<file path="config.mk">
export PLATFORM = sky130hd
export DESIGN_NAME = imh_cmd_handler
export DESIGN_NICKNAME = d
export VERILOG_FILES = /design/src/design/imh_pkg.sv /design/src/design/imh_fifo.sv /design/src/design/imh_cmd_handler.sv
export VERILOG_INCLUDE_DIRS = /design/src /design/src/design
export SDC_FILE = /design/constraint.sdc
export NUM_CORES = 1
export LEC_CHECK = 0
export BUFFER_PORTS_ARGS = -buffer_cell sky130_fd_sc_hd__buf_4
export CORE_MARGIN = 1.5
export CORE_UTILIZATION = 30
export CTS_BUF_LIST = sky130_fd_sc_hd__clkbuf_16
export CTS_CLUSTER_DIAMETER = 50
export DETAILED_ROUTE_END_ITERATION = 10
export GPL_ROUTABILITY_DRIVEN = 0
export PLACE_DENSITY_LB_ADDON = 0.15
export SYNTH_ARGS = -nofsm -noshare
export SYNTH_HDL_FRONTEND = slang
export SYNTH_SLANG_ARGS = --single-unit
</file>
<file path="constraint.sdc">
create_clock -name clk_sys -period 8.85 [get_ports clk_sys]
set_input_delay 0 -clock clk_sys [delete_from_list [all_inputs] [get_ports clk_sys]]
set_output_delay 0 -clock clk_sys [all_outputs]
set_load 0.02 [all_outputs]
</file>
<file path="src/design/imh_consts.svh">
`ifndef IMH_CONSTS_SVH
`define IMH_CONSTS_SVH

// ***********************************************
// Character codes
// ***********************************************
`define IMH_CHAR_CR        8'h0d
`define IMH_CHAR_SP        8'h20
`define IMH_CHAR_E         8'h45
`define IMH_CHAR_R         8'h52
`define IMH_CHAR_ZERO      8'h30
`define IMH_CHAR_NINE      8'h39

// ***********************************************
// Keywords and identifier range
// ***********************************************
`define IMH_KW_TEXT        88'h53455256494345_4d4f4445
`define IMH_KW_BINARY      88'h5554494c495459_4d4f4445
`define IMH_KW_LEN         5'h0b
`define IMH_LINE_MAX       5'h10
`define IMH_ID_MAX         10'h0ff
`define IMH_ID_DIGITS_MAX  2'h3

// ***********************************************
// Timing and sizes
// ***********************************************
`define IMH_CLK_PERIOD_NS  5
`define IMH_DGRAM_TIME_NS  100000
`define IMH_DGRAM_CYC      ((`IMH_DGRAM_TIME_NS + `IMH_CLK_PERIOD_NS - 1) / `IMH_CLK_PERIOD_NS)
`define IMH_FIFO_DEPTH     8
`define IMH_BYTE_W         8
`define IMH_DLY_W          24

`endif

</file>
<file path="src/design/imh_pkg.sv">
package imh_pkg;

    // ***********************************************
    // Modes and datagram kinds
    // ***********************************************
    typedef enum logic [2:0]
    {
        IMH_NORM   = 3'h0,
        IMH_FINISH = 3'h1,
        IMH_HOLD   = 3'h3,
        IMH_MAINT  = 3'h2,
        IMH_MUTE   = 3'h6
    } imh_mode_e;

    typedef enum logic [1:0]
    {
        IMH_DG_NONE = 2'h0,
        IMH_DG_MEAS = 2'h1,
        IMH_DG_ERR  = 2'h2
    } imh_dg_kind_e;

    // ***********************************************
    // Carriers
    // ***********************************************
    typedef struct packed {
        logic         start;
        imh_dg_kind_e kind;
    } imh_dgram_s;

    typedef struct packed {
        logic text_active;
        logic binary_active;
        logic muted;
    } imh_mode_s;

    typedef struct packed {
        logic [4:0] len;
        logic       ovf;
        logic       text_ok;
        logic       binary_ok;
        logic [7:0] first;
        logic [1:0] ndig;
        logic [9:0] idv;
        logic       bad;
    } imh_line_s;

    typedef struct packed {
        imh_mode_e  mode;
        logic       text;
        logic       addr;
        logic       mine;
        logic [23:0] dly;
        logic       err_pend;
        logic       err_sending;
        imh_line_s  line;
        imh_dgram_s dg;
        logic       err_clear;
        logic       unit_reset;
        logic       enter_text;
        logic       enter_binary;
        imh_mode_s  levels;
    } imh_state_s;

endpackage

</file>
<file path="src/design/imh_fifo.sv">
`timescale 1ns/10ps
`include "imh_consts.svh"

module imh_fifo #(
    parameter int WIDTH = `IMH_BYTE_W,
    parameter int DEPTH = `IMH_FIFO_DEPTH
) (
    // Clock and reset
    input  wire logic             clk_sys,
    input  wire logic             rstn,
    // Fill side
    input  wire logic             in_valid,
    output logic                  in_ready,
    input  wire logic [WIDTH-1:0] in_data,
    // Drain side
    output logic                  out_valid,
    input  wire logic             out_ready,
    output logic [WIDTH-1:0]      out_data
);

    localparam int AW = (DEPTH > 1) ? $clog2(DEPTH) : 1;

    typedef struct packed {
        logic [AW-1:0] wr;
        logic [AW-1:0] rd;
        logic [AW:0]   cnt;
    } imh_fifo_ptr_s;

    imh_fifo_ptr_s    st_reg;
    imh_fifo_ptr_s    st_next;
    logic [WIDTH-1:0] mem [DEPTH];
    logic             push;
    logic             pop;

    // Full and empty straight from the count
    assign in_ready  = (st_reg.cnt != (AW+1)'(DEPTH));
    assign out_valid = (st_reg.cnt != '0);
    assign out_data  = mem[st_reg.rd];
    assign push      = in_valid && in_ready;
    assign pop       = out_valid && out_ready;

    always_comb
    begin
        st_next = st_reg;
        if (push)
        begin
            st_next.wr = (st_reg.wr == AW'(DEPTH - 1)) ? '0 : st_reg.wr + 1'b1;
        end
        if (pop)
        begin
            st_next.rd = (st_reg.rd == AW'(DEPTH - 1)) ? '0 : st_reg.rd + 1'b1;
        end
        st_next.cnt = st_reg.cnt + (AW+1)'(push) - (AW+1)'(pop);
    end

    always_ff @(posedge clk_sys)
    begin
        if (!rstn)
        begin
            st_reg <= '0;
        end
        else
        begin
            st_reg <= st_next;
        end
    end

    // Storage holds no reset; only counted entries are ever read
    always_ff @(posedge clk_sys)
    begin
        if (push)
        begin
            mem[st_reg.wr] <= in_data;
        end
    end

endmodule // imh_fifo

</file>
<file path="src/design/imh_cmd_handler.sv">
// What this block does
// - Extended-error request with CR queues exactly one error datagram.
// - Error record is cleared once that datagram has been fully sent.
// - Error datagram takes the next measurement slot, not an extra one.
// - Slots arriving while a long datagram is sent are dropped.
// - In external trigger mode the next trigger carries the error datagram.
// - Reset command with CR requests a full unit reset.
// - Unaddressed text entry command enters human-readable maintenance mode.
// - Text entry may carry a space and identifier 0..255; else silently ignored.
// - Text entry waits for the datagram in flight to finish.
// - Addressed text entry waits one datagram time before answering.
// - Non-addressed modules go silent until exit, then resume quietly.
// - Unaddressed entry is accepted even on a shared multi-module line.
// - Entering text mode starts the identification and settings listing.
// - Binary entry command with CR enters machine-readable maintenance mode.
// - Binary entry identifier must be 0..255; otherwise silently ignored.
// - Binary entry waits for the datagram in flight to finish.
// - Addressed binary entry waits one datagram time before answering.
// - Non-addressed modules stay silent until binary mode exit.
// - CR 0x0d executes a command; space 0x20 precedes the parameter.
// - No echo or error replies; act only on a complete correct command.
`timescale 1ns/10ps
`include "imh_consts.svh"

module imh_cmd_handler #(
    parameter int DGRAM_DELAY_CYC = `IMH_DGRAM_CYC,
    parameter int FIFO_DEPTH      = `IMH_FIFO_DEPTH
) (
    // Clock and reset
    input  wire logic                    clk_sys,
    input  wire logic                    rstn,
    // Received command bytes
    input  wire logic                    rx_valid,
    output logic                         rx_ready,
    input  wire logic [7:0]              rx_data,
    // Configuration
    input  wire logic [7:0]              module_identifier,
    input  wire logic                    ext_trig_mode,
    // Datagram timing and transmitter
    input  wire logic                    slot_tick,
    input  wire logic                    ext_trig,
    input  wire logic                    tx_busy,
    input  wire logic                    tx_done,
    output imh_pkg::imh_dgram_s          dg_start,
    output logic                         err_clear,
    // Unit control
    output logic                         unit_reset,
    output logic                         enter_maintenance_text_cmd,
    output logic                         enter_maintenance_binary_cmd,
    output imh_pkg::imh_mode_s           mode_levels,
    input  wire logic                    maint_exit,
    // Bytes for the maintenance engine
    output logic                         maint_rx_valid,
    input  wire logic                    maint_rx_ready,
    output logic [7:0]                   maint_rx_data
);

    // ***********************************************
    // Declarations
    // ***********************************************
    localparam imh_pkg::imh_line_s LINE_CLEAR = '{len: 5'h00, ovf: 1'b0, text_ok: 1'b1, binary_ok: 1'b1,
                                                   first: 8'h00, ndig: 2'h0, idv: 10'h000, bad: 1'b0};
    localparam logic [23:0] DLY_LAST = 24'(DGRAM_DELAY_CYC - 1);

    imh_pkg::imh_state_s st_reg;
    imh_pkg::imh_state_s st_next;
    logic                fifo_valid;
    logic                fifo_ready;
    logic [7:0]          fifo_data;
    logic                byte_take;
    logic                is_cr;
    logic                slot;
    logic                slot_take;
    logic                kw_ok;
    logic                cmd_err;
    logic                cmd_rst;
    logic                cmd_plain;
    logic                cmd_addr;
    logic                cmd_entry;
    logic                id_range_bad;

    function automatic logic [7:0] kw_byte(input logic [87:0] kw, input logic [4:0] idx);
        int pos;
        pos = 87 - 8 * int'(idx);
        kw_byte = kw[pos -: 8];
    endfunction

    // ***********************************************
    // Receive buffer
    // ***********************************************
    imh_fifo #(
        .WIDTH (8),
        .DEPTH (FIFO_DEPTH)
    ) u_rx_fifo (
        .clk_sys   (clk_sys),
        .rstn      (rstn),
        .in_valid  (rx_valid),
        .in_ready  (rx_ready),
        .in_data   (rx_data),
        .out_valid (fifo_valid),
        .out_ready (fifo_ready),
        .out_data  (fifo_data)
    );

    // Bytes stall in the buffer while a mode switch is pending
    assign fifo_ready     = (st_reg.mode == imh_pkg::IMH_NORM) || (st_reg.mode == imh_pkg::IMH_MUTE) ||
                            ((st_reg.mode == imh_pkg::IMH_MAINT) && maint_rx_ready);
    assign maint_rx_valid = fifo_valid && (st_reg.mode == imh_pkg::IMH_MAINT);
    assign maint_rx_data  = fifo_data;
    assign byte_take      = fifo_valid && fifo_ready && (st_reg.mode == imh_pkg::IMH_NORM);

    // ***********************************************
    // Command decode at carriage return
    // ***********************************************
    // CR executes
    assign is_cr        = (fifo_data == `IMH_CHAR_CR);
    assign kw_ok        = st_reg.line.text_ok || st_reg.line.binary_ok;
    assign cmd_err      = (st_reg.line.len == 5'h01) && (st_reg.line.first == `IMH_CHAR_E);
    assign cmd_rst      = (st_reg.line.len == 5'h01) && (st_reg.line.first == `IMH_CHAR_R);
    // Plain entry taken regardless of line sharing
    assign cmd_plain    = (st_reg.line.len == `IMH_KW_LEN) && kw_ok;
    assign id_range_bad = (st_reg.line.idv > `IMH_ID_MAX);
    assign cmd_addr     = (st_reg.line.len > `IMH_KW_LEN + 5'h01) && kw_ok && !st_reg.line.ovf &&
                          !st_reg.line.bad && (st_reg.line.ndig != 2'h0) && !id_range_bad;
    assign cmd_entry    = cmd_plain || cmd_addr;

    // Trigger input replaces the periodic slot
    assign slot      = ext_trig_mode ? ext_trig : slot_tick;
    assign slot_take = (st_reg.mode == imh_pkg::IMH_NORM) && slot && !tx_busy;

    // ***********************************************
    // Next state
    // ***********************************************
    always_comb
    begin
        st_next              = st_reg;
        st_next.dg           = '{start: 1'b0, kind: imh_pkg::IMH_DG_NONE};
        st_next.err_clear    = 1'b0;
        st_next.unit_reset   = 1'b0;
        st_next.enter_text   = 1'b0;
        st_next.enter_binary = 1'b0;

        if (st_reg.err_sending && tx_done)
        begin
            st_next.err_sending = 1'b0;
            st_next.err_clear   = 1'b1;
        end

        if (slot_take)
        begin
            st_next.dg.start = 1'b1;
            if (st_reg.err_pend)
            begin
                st_next.dg.kind     = imh_pkg::IMH_DG_ERR;
                st_next.err_pend    = 1'b0;
                st_next.err_sending = 1'b1;
            end
            else
            begin
                st_next.dg.kind = imh_pkg::IMH_DG_MEAS;
            end
        end

        if (byte_take && is_cr)
        begin
            // Queue one error datagram; request wins over a take
            if (cmd_err)
            begin
                st_next.err_pend = 1'b1;
            end
            if (cmd_rst)
            begin
                st_next.unit_reset = 1'b1;
            end
            // Entry starts by finishing the datagram
            if (cmd_entry)
            begin
                st_next.mode = imh_pkg::IMH_FINISH;
                st_next.text = st_reg.line.text_ok;
                st_next.addr = cmd_addr;
                st_next.mine = !cmd_addr || (st_reg.line.idv[7:0] == module_identifier);
            end
            st_next.line = LINE_CLEAR;
        end
        else if (byte_take)
        begin
            // Length saturates; an over-long line can never match
            if (st_reg.line.len == `IMH_LINE_MAX - 5'h01)
            begin
                st_next.line.ovf = 1'b1;
            end
            else
            begin
                st_next.line.len = st_reg.line.len + 5'h01;
            end
            if (st_reg.line.len == 5'h00)
            begin
                st_next.line.first = fifo_data;
            end
            if (st_reg.line.len < `IMH_KW_LEN)
            begin
                st_next.line.text_ok   = st_reg.line.text_ok &&
                                         (fifo_data == kw_byte(`IMH_KW_TEXT, st_reg.line.len));
                st_next.line.binary_ok = st_reg.line.binary_ok &&
                                         (fifo_data == kw_byte(`IMH_KW_BINARY, st_reg.line.len));
            end
            else if (st_reg.line.len == `IMH_KW_LEN)
            begin
                st_next.line.bad = (fifo_data != `IMH_CHAR_SP);
            end
            else if ((fifo_data >= `IMH_CHAR_ZERO) && (fifo_data <= `IMH_CHAR_NINE) &&
                     (st_reg.line.ndig != `IMH_ID_DIGITS_MAX))
            begin
                st_next.line.idv  = 10'(st_reg.line.idv * 10'd10) + 10'(fifo_data - `IMH_CHAR_ZERO);
                st_next.line.ndig = st_reg.line.ndig + 2'h1;
            end
            else
            begin
                st_next.line.bad = 1'b1;
            end
        end

        unique case (st_reg.mode)
            imh_pkg::IMH_NORM:
            begin
            end
            imh_pkg::IMH_FINISH:
            begin
                // A start issued on the entry edge is still in flight
                if (!tx_busy && !st_reg.dg.start)
                begin
                    if (!st_reg.mine)
                    begin
                        st_next.mode = imh_pkg::IMH_MUTE;
                    end
                    else if (st_reg.addr)
                    begin
                        st_next.mode = imh_pkg::IMH_HOLD;
                        st_next.dly  = 24'h000000;
                    end
                    else
                    begin
                        st_next.mode         = imh_pkg::IMH_MAINT;
                        st_next.enter_text   = st_reg.text;
                        st_next.enter_binary = !st_reg.text;
                    end
                end
            end
            imh_pkg::IMH_HOLD:
            begin
                st_next.dly = st_reg.dly + 24'h000001;
                if (st_reg.dly >= DLY_LAST)
                begin
                    st_next.mode         = imh_pkg::IMH_MAINT;
                    st_next.enter_text   = st_reg.text;
                    st_next.enter_binary = !st_reg.text;
                end
            end
            // Maintenance and silent modules resume on exit without reply
            imh_pkg::IMH_MAINT,
            imh_pkg::IMH_MUTE:
            begin
                if (maint_exit)
                begin
                    st_next.mode = imh_pkg::IMH_NORM;
                end
            end
            default:
            begin
                st_next.mode = imh_pkg::IMH_NORM;
            end
        endcase

        if (st_reg.mode != imh_pkg::IMH_NORM)
        begin
            st_next.line = LINE_CLEAR;
        end

        st_next.levels.text_active   = (st_next.mode == imh_pkg::IMH_MAINT) && st_next.text;
        st_next.levels.binary_active = (st_next.mode == imh_pkg::IMH_MAINT) && !st_next.text;
        st_next.levels.muted         = (st_next.mode == imh_pkg::IMH_MUTE);
    end

    always_ff @(posedge clk_sys)
    begin
        if (!rstn)
        begin
            st_reg      <= '0;
            st_reg.line <= LINE_CLEAR;
        end
        else
        begin
            st_reg <= st_next;
        end
    end

    // ***********************************************
    // Outputs
    // ***********************************************
    assign dg_start                     = st_reg.dg;
    assign err_clear                    = st_reg.err_clear;
    assign unit_reset                   = st_reg.unit_reset;
    // Text entry pulse also starts the listing
    assign enter_maintenance_text_cmd   = st_reg.enter_text;
    assign enter_maintenance_binary_cmd = st_reg.enter_binary;
    assign mode_levels                  = st_reg.levels;

    // ***********************************************
    // Assertions
    // ***********************************************
    a_err_clear_after: assert property (@(posedge clk_sys) disable iff (!rstn)
        (st_reg.err_sending && tx_done) |=> (err_clear && !st_reg.err_sending))
        else $error("record not cleared after error datagram");

    a_err_takes_slot: assert property (@(posedge clk_sys) disable iff (!rstn)
        (slot_take && st_reg.err_pend) |=> (dg_start.start && dg_start.kind == imh_pkg::IMH_DG_ERR))
        else $error("pending error datagram did not take the slot");

    a_no_start_busy: assert property (@(posedge clk_sys) disable iff (!rstn)
        dg_start.start |-> !$past(tx_busy))
        else $error("datagram started while transmitter busy");

    a_trig_only_slot: assert property (@(posedge clk_sys) disable iff (!rstn)
        (ext_trig_mode && !ext_trig) |=> !dg_start.start)
        else $error("datagram started without trigger");

    a_reset_cmd: assert property (@(posedge clk_sys) disable iff (!rstn)
        (byte_take && is_cr && cmd_rst) |=> unit_reset)
        else $error("reset command not acted on");

    a_finish_first: assert property (@(posedge clk_sys) disable iff (!rstn)
        (st_reg.mode == imh_pkg::IMH_FINISH && tx_busy) |=> !enter_maintenance_text_cmd &&
        !enter_maintenance_binary_cmd && st_reg.mode == imh_pkg::IMH_FINISH)
        else $error("mode switched during datagram");

    a_hold_length: assert property (@(posedge clk_sys) disable iff (!rstn)
        (st_reg.mode == imh_pkg::IMH_HOLD ##1 st_reg.mode == imh_pkg::IMH_MAINT) |->
        ($past(st_reg.dly) == DLY_LAST))
        else $error("addressed entry delay wrong");

    a_mute_silent: assert property (@(posedge clk_sys) disable iff (!rstn)
        mode_levels.muted |-> (!dg_start.start && !enter_maintenance_text_cmd && !unit_reset))
        else $error("muted module sent output");

    a_id_range: assert property (@(posedge clk_sys) disable iff (!rstn)
        (byte_take && is_cr && kw_ok && id_range_bad && st_reg.line.len > `IMH_KW_LEN) |=>
        (st_reg.mode == imh_pkg::IMH_NORM))
        else $error("out-of-range identifier accepted");

    a_plain_no_delay: assert property (@(posedge clk_sys) disable iff (!rstn)
        (byte_take && is_cr && cmd_plain && !tx_busy && !slot_take && !dg_start.start) |=> ##1
        (st_reg.mode == imh_pkg::IMH_MAINT))
        else $error("plain entry was delayed");

endmodule // imh_cmd_handler

</file>
Word-level counts from Yosys, hierarchy flattened
Memory sizes are Yosys's and may differ from the RTL's. A register that Yosys moved wholly into a read port is not among the register bits.
Cells that the tools add are included.
- word-level logic and storage cells: 165
- bits in writable memories: 64
- memories kept: 1
- flip-flop bits (word level): 81
- bitwise logic cells: 4
- multipliers: 1
- equality and inequality tests: 24
- shift-type cells: 2
- add/sub/neg operators: 10
- muxes and demuxes: 35
- $lt $le $gt $ge: 6
- reductions and logical operators: 55
- memory list (name ; words ; bits a word ; read ports ; clocked after Yosys merged registers in ; write ports ; line ; RTL):
    u_rx_fifo.mem ; 8 ; 8 ; 1 ; 1 ; 1 ; imh_fifo.sv:31 ; logic [WIDTH-1:0] mem [DEPTH];
- operators by type and width (cell ; count):
    $shiftx A95 B9 Y8 const A ; 2
    $mux W24 ; 3
    $pmux W24 S2 ; 1
    $mux W3 ; 9
    $add A24 B1 Y24 const B ; 1
    $eq A8 B8 Y1 ; 3
    $ge A24 B15 Y1 const B ; 1
    $logic_and A1 B1 Y1 ; 24
    $eq A8 B7 Y1 const B ; 2
    $reduce_and A2 Y1 ; 7
    $eq A3 B3 Y1 const B ; 4
    $mux W1 ; 12
    $mux W2 ; 6
    $mux W6 ; 2
    $pmux W3 S4 ; 1
    $add A10 B10 Y10 ; 1
    $eq A5 B4 Y1 const B ; 2
    $gt A10 B8 Y1 const B ; 1
    $mul A10 B3 Y9 const B ; 1
    $ne A2 B2 Y1 const B ; 5
    $eq A3 B2 Y1 const B ; 3
    $sub A7 B8 Y9 const A ; 1
    $sub A8 B6 Y9 const B ; 1
    $eq A8 B4 Y1 const B ; 1
    26 further kinds ; 43

Logic depth before layout (Yosys ltp)
- word-level depth: 14
- gate-level depth with buffers: 15

Modules after synthesis
A second synthesis with hierarchy kept.
- cell total of the unflattened synthesis: 751
- area, all modules: 7832.5 um^2
- modules (own cells, without submodules) (module ; instances ; cells an instance ; sequential area each (um^2) ; area each (um^2)):
    imh_cmd_handler ; 1 ; 581 ; 1421.4 ; 4662.0
    imh_fifo ; 1 ; 170 ; 2182.1 ; 3170.5

Worst setup path before layout
No wires, ideal clock.
- path kind: flip-flop to flip-flop
- start: reg with a tool-made name
- end: reg st_reg[20] (netlist name)
- arrival time: 3.287 ns
- path slack: 5.478 ns
- stages on the path, launching flop included: 13
- setup time: 0.086 ns
- cell sequence: dfxtp_1 -> buf_2 -> mux4_2 -> mux2i_1 -> inv_1 -> ha_1 -> xnor2_1 -> ha_1 -> o2111ai_1 -> nand2_1 -> o41ai_1 -> xnor2_1 -> a211oi_1
- RTL lines (what ; line ; RTL):
    end signal: assignment ; imh_cmd_handler.sv:293 ; st_reg <= st_next;
    end: declaration ; imh_cmd_handler.sv:65 ; imh_pkg::imh_state_s st_reg;

==> reports/results.ini <==
[yosys]
syn-num-nets = 832
synth_top_area_frac = 0.243
avgSynthCellArea_sq_um = 10.3
synth-edff-count = 64
async_reset_ff_frac = 0
syn-cell-area_sq_um = 7900
synth.top_cells.by_area = sky130_fd_sc_hd__edfxtp_1 24%, sky130_fd_sc_hd__dfxtp_1 21%, sky130_fd_sc_hd__ha_1 6.2%
syn-instance-count = 764
sequential_area_share_after_synthesis = 0.456
synth_seq_cells = 148
number_of_synthesis_warnings = 0
synthFlopType = sky130_fd_sc_hd__dfxtp_1
post-synth-top-area-cell = sky130_fd_sc_hd__edfxtp_1
post_synth_num_cell_types = 72

[place]
port-buffer-count = 45
dpl_worst_slack_ns = 4.96
post-dp-hpwl_um = 13100

[critical_path]
critPathMaxFanout = 16
worst_path_largest_cell_delay_ns = 0.68
critPathCaptureType = flop
critical-path-slowest-cell = sky130_fd_sc_hd__mux2i_1
worst_ep_required_time_ns = 9.20
crit_chain = buf_4 > mux4_2 > mux2i_1 > inv_1 > ha_1 > xnor2_1 > ha_1 > o2111ai_1 > nand2_1 > o41ai_1 > xnor2_1 > a211oi_1
critPathArrivalTime_ns = 4.18
reg2reg_slack_ns = 5.01
startpoint_type = flop
path_class = flop to flop

[timing]
fmax_mhz = 261
final_min_period_over_clock_period = 0.434
final-max-slew-violation-count = 0
fin_setup_tns_ns = 0
rsz_0062_raised_after_global_routing = no
tightestPinTransition_ns = 1.10
setup_violations = 0
maxSlewHeadroom = 0.260
final_period_minus_worst_setup_slack_ns = 3.84
hold_viol = 0
worst_hold_slack_ns = 0.122
fin_skew_ns = 0.0157
postLayoutSetupSlackWorst_ns = 5.01

[power_and_ir_drop]
power_leakage_nw = 3.41
switching_share = 0.390
pwr-share-clk = 0.272
cellInternalPower_mw = 1.65
powerDensity_nw_per_um2 = 292
comb_power_share = 0.415
power.sequential.fraction = 0.313
worst_ir_drop_vdd_mv = 0.162
netSwitchingPower_mw = 1.06

[flow_run]
maxCapViolCount = 0

[floorplan]
die_area_sq_um = 27300
die-height_um = 165
design.portCount = 46
die_w_um = 165
initial_core_utilization = 0.305
std_cell_rows = 59
core_area_sq_um = 25900

[grt]
grt.total_usage = 0.144
vias_in_the_first_global_route = 5490
first_pass_grt_wire_length_um = 29900
initial_antenna_violation_count = 0
grt_start_max_net_pins = 30
grt_total_ovfl = 0

[layout]
fillers = 2586
total_inserted_antenna_cells = 0
final_layout_size_suffix_gt1_frac = 0.164
largest_reg_flops = 64
finish.net_count = 876
area_growth_syn_to_layout_pct = 17.3

[route]
detail-route-antenna-nets = 0
routed_wire_length_per_instance_um = 16.1
drt_initial_violations = 298
detail_route.wirelength_um = 18600
vias_per_cell = 4.83
vias = 5580
drc = 0
detail_route.first_pass.iterations = 4

[cts]
ctsRootBufferMaster = sky130_fd_sc_hd__clkbuf_16
cts_made_buffers = 17
cts-htree-levels = 4
clkTransAtPathRegs_ns = 0.07
insertion_delay_ns = 0.43
cts_max_path_buffers = 2
cts.sinks = 148
tritoncts = built

[run_status]
outcome = complete, no violations

[worst_hold_path]
min-delay-path-class = input port to flop

## routing by layer
| layer | global-route usage | up-vias | wire length (um) |
|---|---|---|---|
| li1 | - | 2843 | - |
| met1 | 0.192 | 2658 | 9050 |
| met2 | 0.230 | 56 | 8650 |
| met3 | 0.0242 | 23 | 449 |
| met4 | 0.0569 | 0 | 436 |
| met5 | 0 | - | 0 |
## critical path: cells and delay by family (launching register included)
kind / cells / cell delay (ns)
buf+inv: 2 / 0.54
flops: 1 / 0.31
compound gates: 3 / 0.66
xor+xnor: 2 / 0.27
simple gates: 1 / 0.10
mux: 2 / 1.22
fa+ha+maj: 2 / 0.66
## power groups by stage
| stage | clock, mW | combinational, mW | sequential, mW |
|---|---|---|---|
| global route | 0.784 | 1.25 | 0.857 |
| finish | 0.738 | 1.12 | 0.848 |
| floorplan | 0 | 0.887 | 0.819 |
| global placement | 0 | 1.14 | 0.862 |
| detailed placement | 0 | 1.13 | 0.863 |
| CTS | 0.759 | 1.14 | 0.847 |
## cell families (layout without fill, tap and decap cells)
logic type	count (synthesis)	count (layout)	share of synthesized area
AOI/OAI and AO/OA	138	138	0.119
xor gates and xnor gates	55	55	0.0610
adders and majority gates	42	42	0.0694
buffers and inverters	76	133	0.0428
DFF	148	148	0.456
muxes	35	35	0.0734
and+or+nand+nor	270	270	0.178
## path summary, 6_finish.rpt
| path | cells after the start | startpoint | endpoint |
|---|---|---|---|
| max | 12 | flop | st_reg[20] |
| min | 4 | slot_tick | dg_start[2] |
| max reg2reg | 12 | flop | st_reg[20] |
| min reg2reg | 1 | st_reg[40] | dg_start[0] |
## metrics by stage
stage	power, mW	instances	util	area, sq um
final	2.71	1156	0.358	9270
after global routing	2.90	1156	0.358	9270
after CTS	2.74	1156	0.358	9270
after detailed placement	1.99	1110	0.329	8520
after global placement	2.00	1110	0.329	8520
after floorplan	1.71	764	-	7900
## synthesized netlist by cell type, types with 7 or more instances
master and number:
sky130_fd_sc_hd__dfxtp_1 84, sky130_fd_sc_hd__nor2_1 80, sky130_fd_sc_hd__edfxtp_1 64, sky130_fd_sc_hd__xnor2_1 42, sky130_fd_sc_hd__ha_1 39, sky130_fd_sc_hd__nand2_1 38
sky130_fd_sc_hd__inv_1 36, sky130_fd_sc_hd__a21oi_1 32, sky130_fd_sc_hd__o21ai_0 28, sky130_fd_sc_hd__nor2b_1 23, sky130_fd_sc_hd__nand3_1 21, sky130_fd_sc_hd__clkbuf_1 20
sky130_fd_sc_hd__nor3_1 20, sky130_fd_sc_hd__a211oi_1 16, sky130_fd_sc_hd__mux2i_1 16, sky130_fd_sc_hd__mux4_2 15, sky130_fd_sc_hd__nand4_1 14, sky130_fd_sc_hd__xor2_1 13
sky130_fd_sc_hd__and2_1 12, sky130_fd_sc_hd__or3_1 10, sky130_fd_sc_hd__and3_1 9, sky130_fd_sc_hd__buf_2 9, sky130_fd_sc_hd__a21oi_2 8, sky130_fd_sc_hd__nand2b_1 8
sky130_fd_sc_hd__buf_4 7
## repair_timing
action                                 4_1_cts  5_1_grt
setup buffers                                0        0
hold buffers                                14        0
endpoints found under the hold margin       82        0
gates resized for setup                      0        0
## placed cells by master, fill, tap and decap left out, types with 5 or more instances in the layout
cell,Yosys,routed
sky130_fd_sc_hd__a211oi_1,16,16
sky130_fd_sc_hd__a21o_1,6,6
sky130_fd_sc_hd__a21oi_1,32,32
sky130_fd_sc_hd__a21oi_2,8,8
sky130_fd_sc_hd__and2_1,12,12
sky130_fd_sc_hd__and3_1,9,9
sky130_fd_sc_hd__buf_4,7,51
sky130_fd_sc_hd__clkbuf_16,0,17
sky130_fd_sc_hd__dfxtp_1,84,84
sky130_fd_sc_hd__dlygate4sd3_1,0,14
sky130_fd_sc_hd__edfxtp_1,64,64
sky130_fd_sc_hd__ha_1,39,39
sky130_fd_sc_hd__inv_1,36,36
sky130_fd_sc_hd__inv_6,0,6
sky130_fd_sc_hd__mux2i_1,16,16
sky130_fd_sc_hd__mux4_2,15,15
sky130_fd_sc_hd__nand2_1,38,38
sky130_fd_sc_hd__nand2_2,6,6
sky130_fd_sc_hd__nand2b_1,8,8
sky130_fd_sc_hd__nand3_1,21,21
sky130_fd_sc_hd__nand4_1,14,14
sky130_fd_sc_hd__nor2_1,80,80
sky130_fd_sc_hd__nor2b_1,23,23
sky130_fd_sc_hd__nor3_1,20,16
sky130_fd_sc_hd__nor3_2,1,5
sky130_fd_sc_hd__o21ai_0,28,27
sky130_fd_sc_hd__o21bai_1,6,6
sky130_fd_sc_hd__or2_2,5,5
sky130_fd_sc_hd__or3_1,10,10
sky130_fd_sc_hd__xnor2_1,42,42
sky130_fd_sc_hd__xor2_1,13,13
## final cells by class
cell class	count	area, sq um	area share
clock inverter	15	178	0.0192
multi-input combinational	540	3980	0.430
inverter	36	135	0.0146
timing repair buffer	65	523	0.0564
clock buffer	17	425	0.0459
sequential	148	3600	0.389
tap	335	419	0.0452
(Power assumes the default switching activity.)
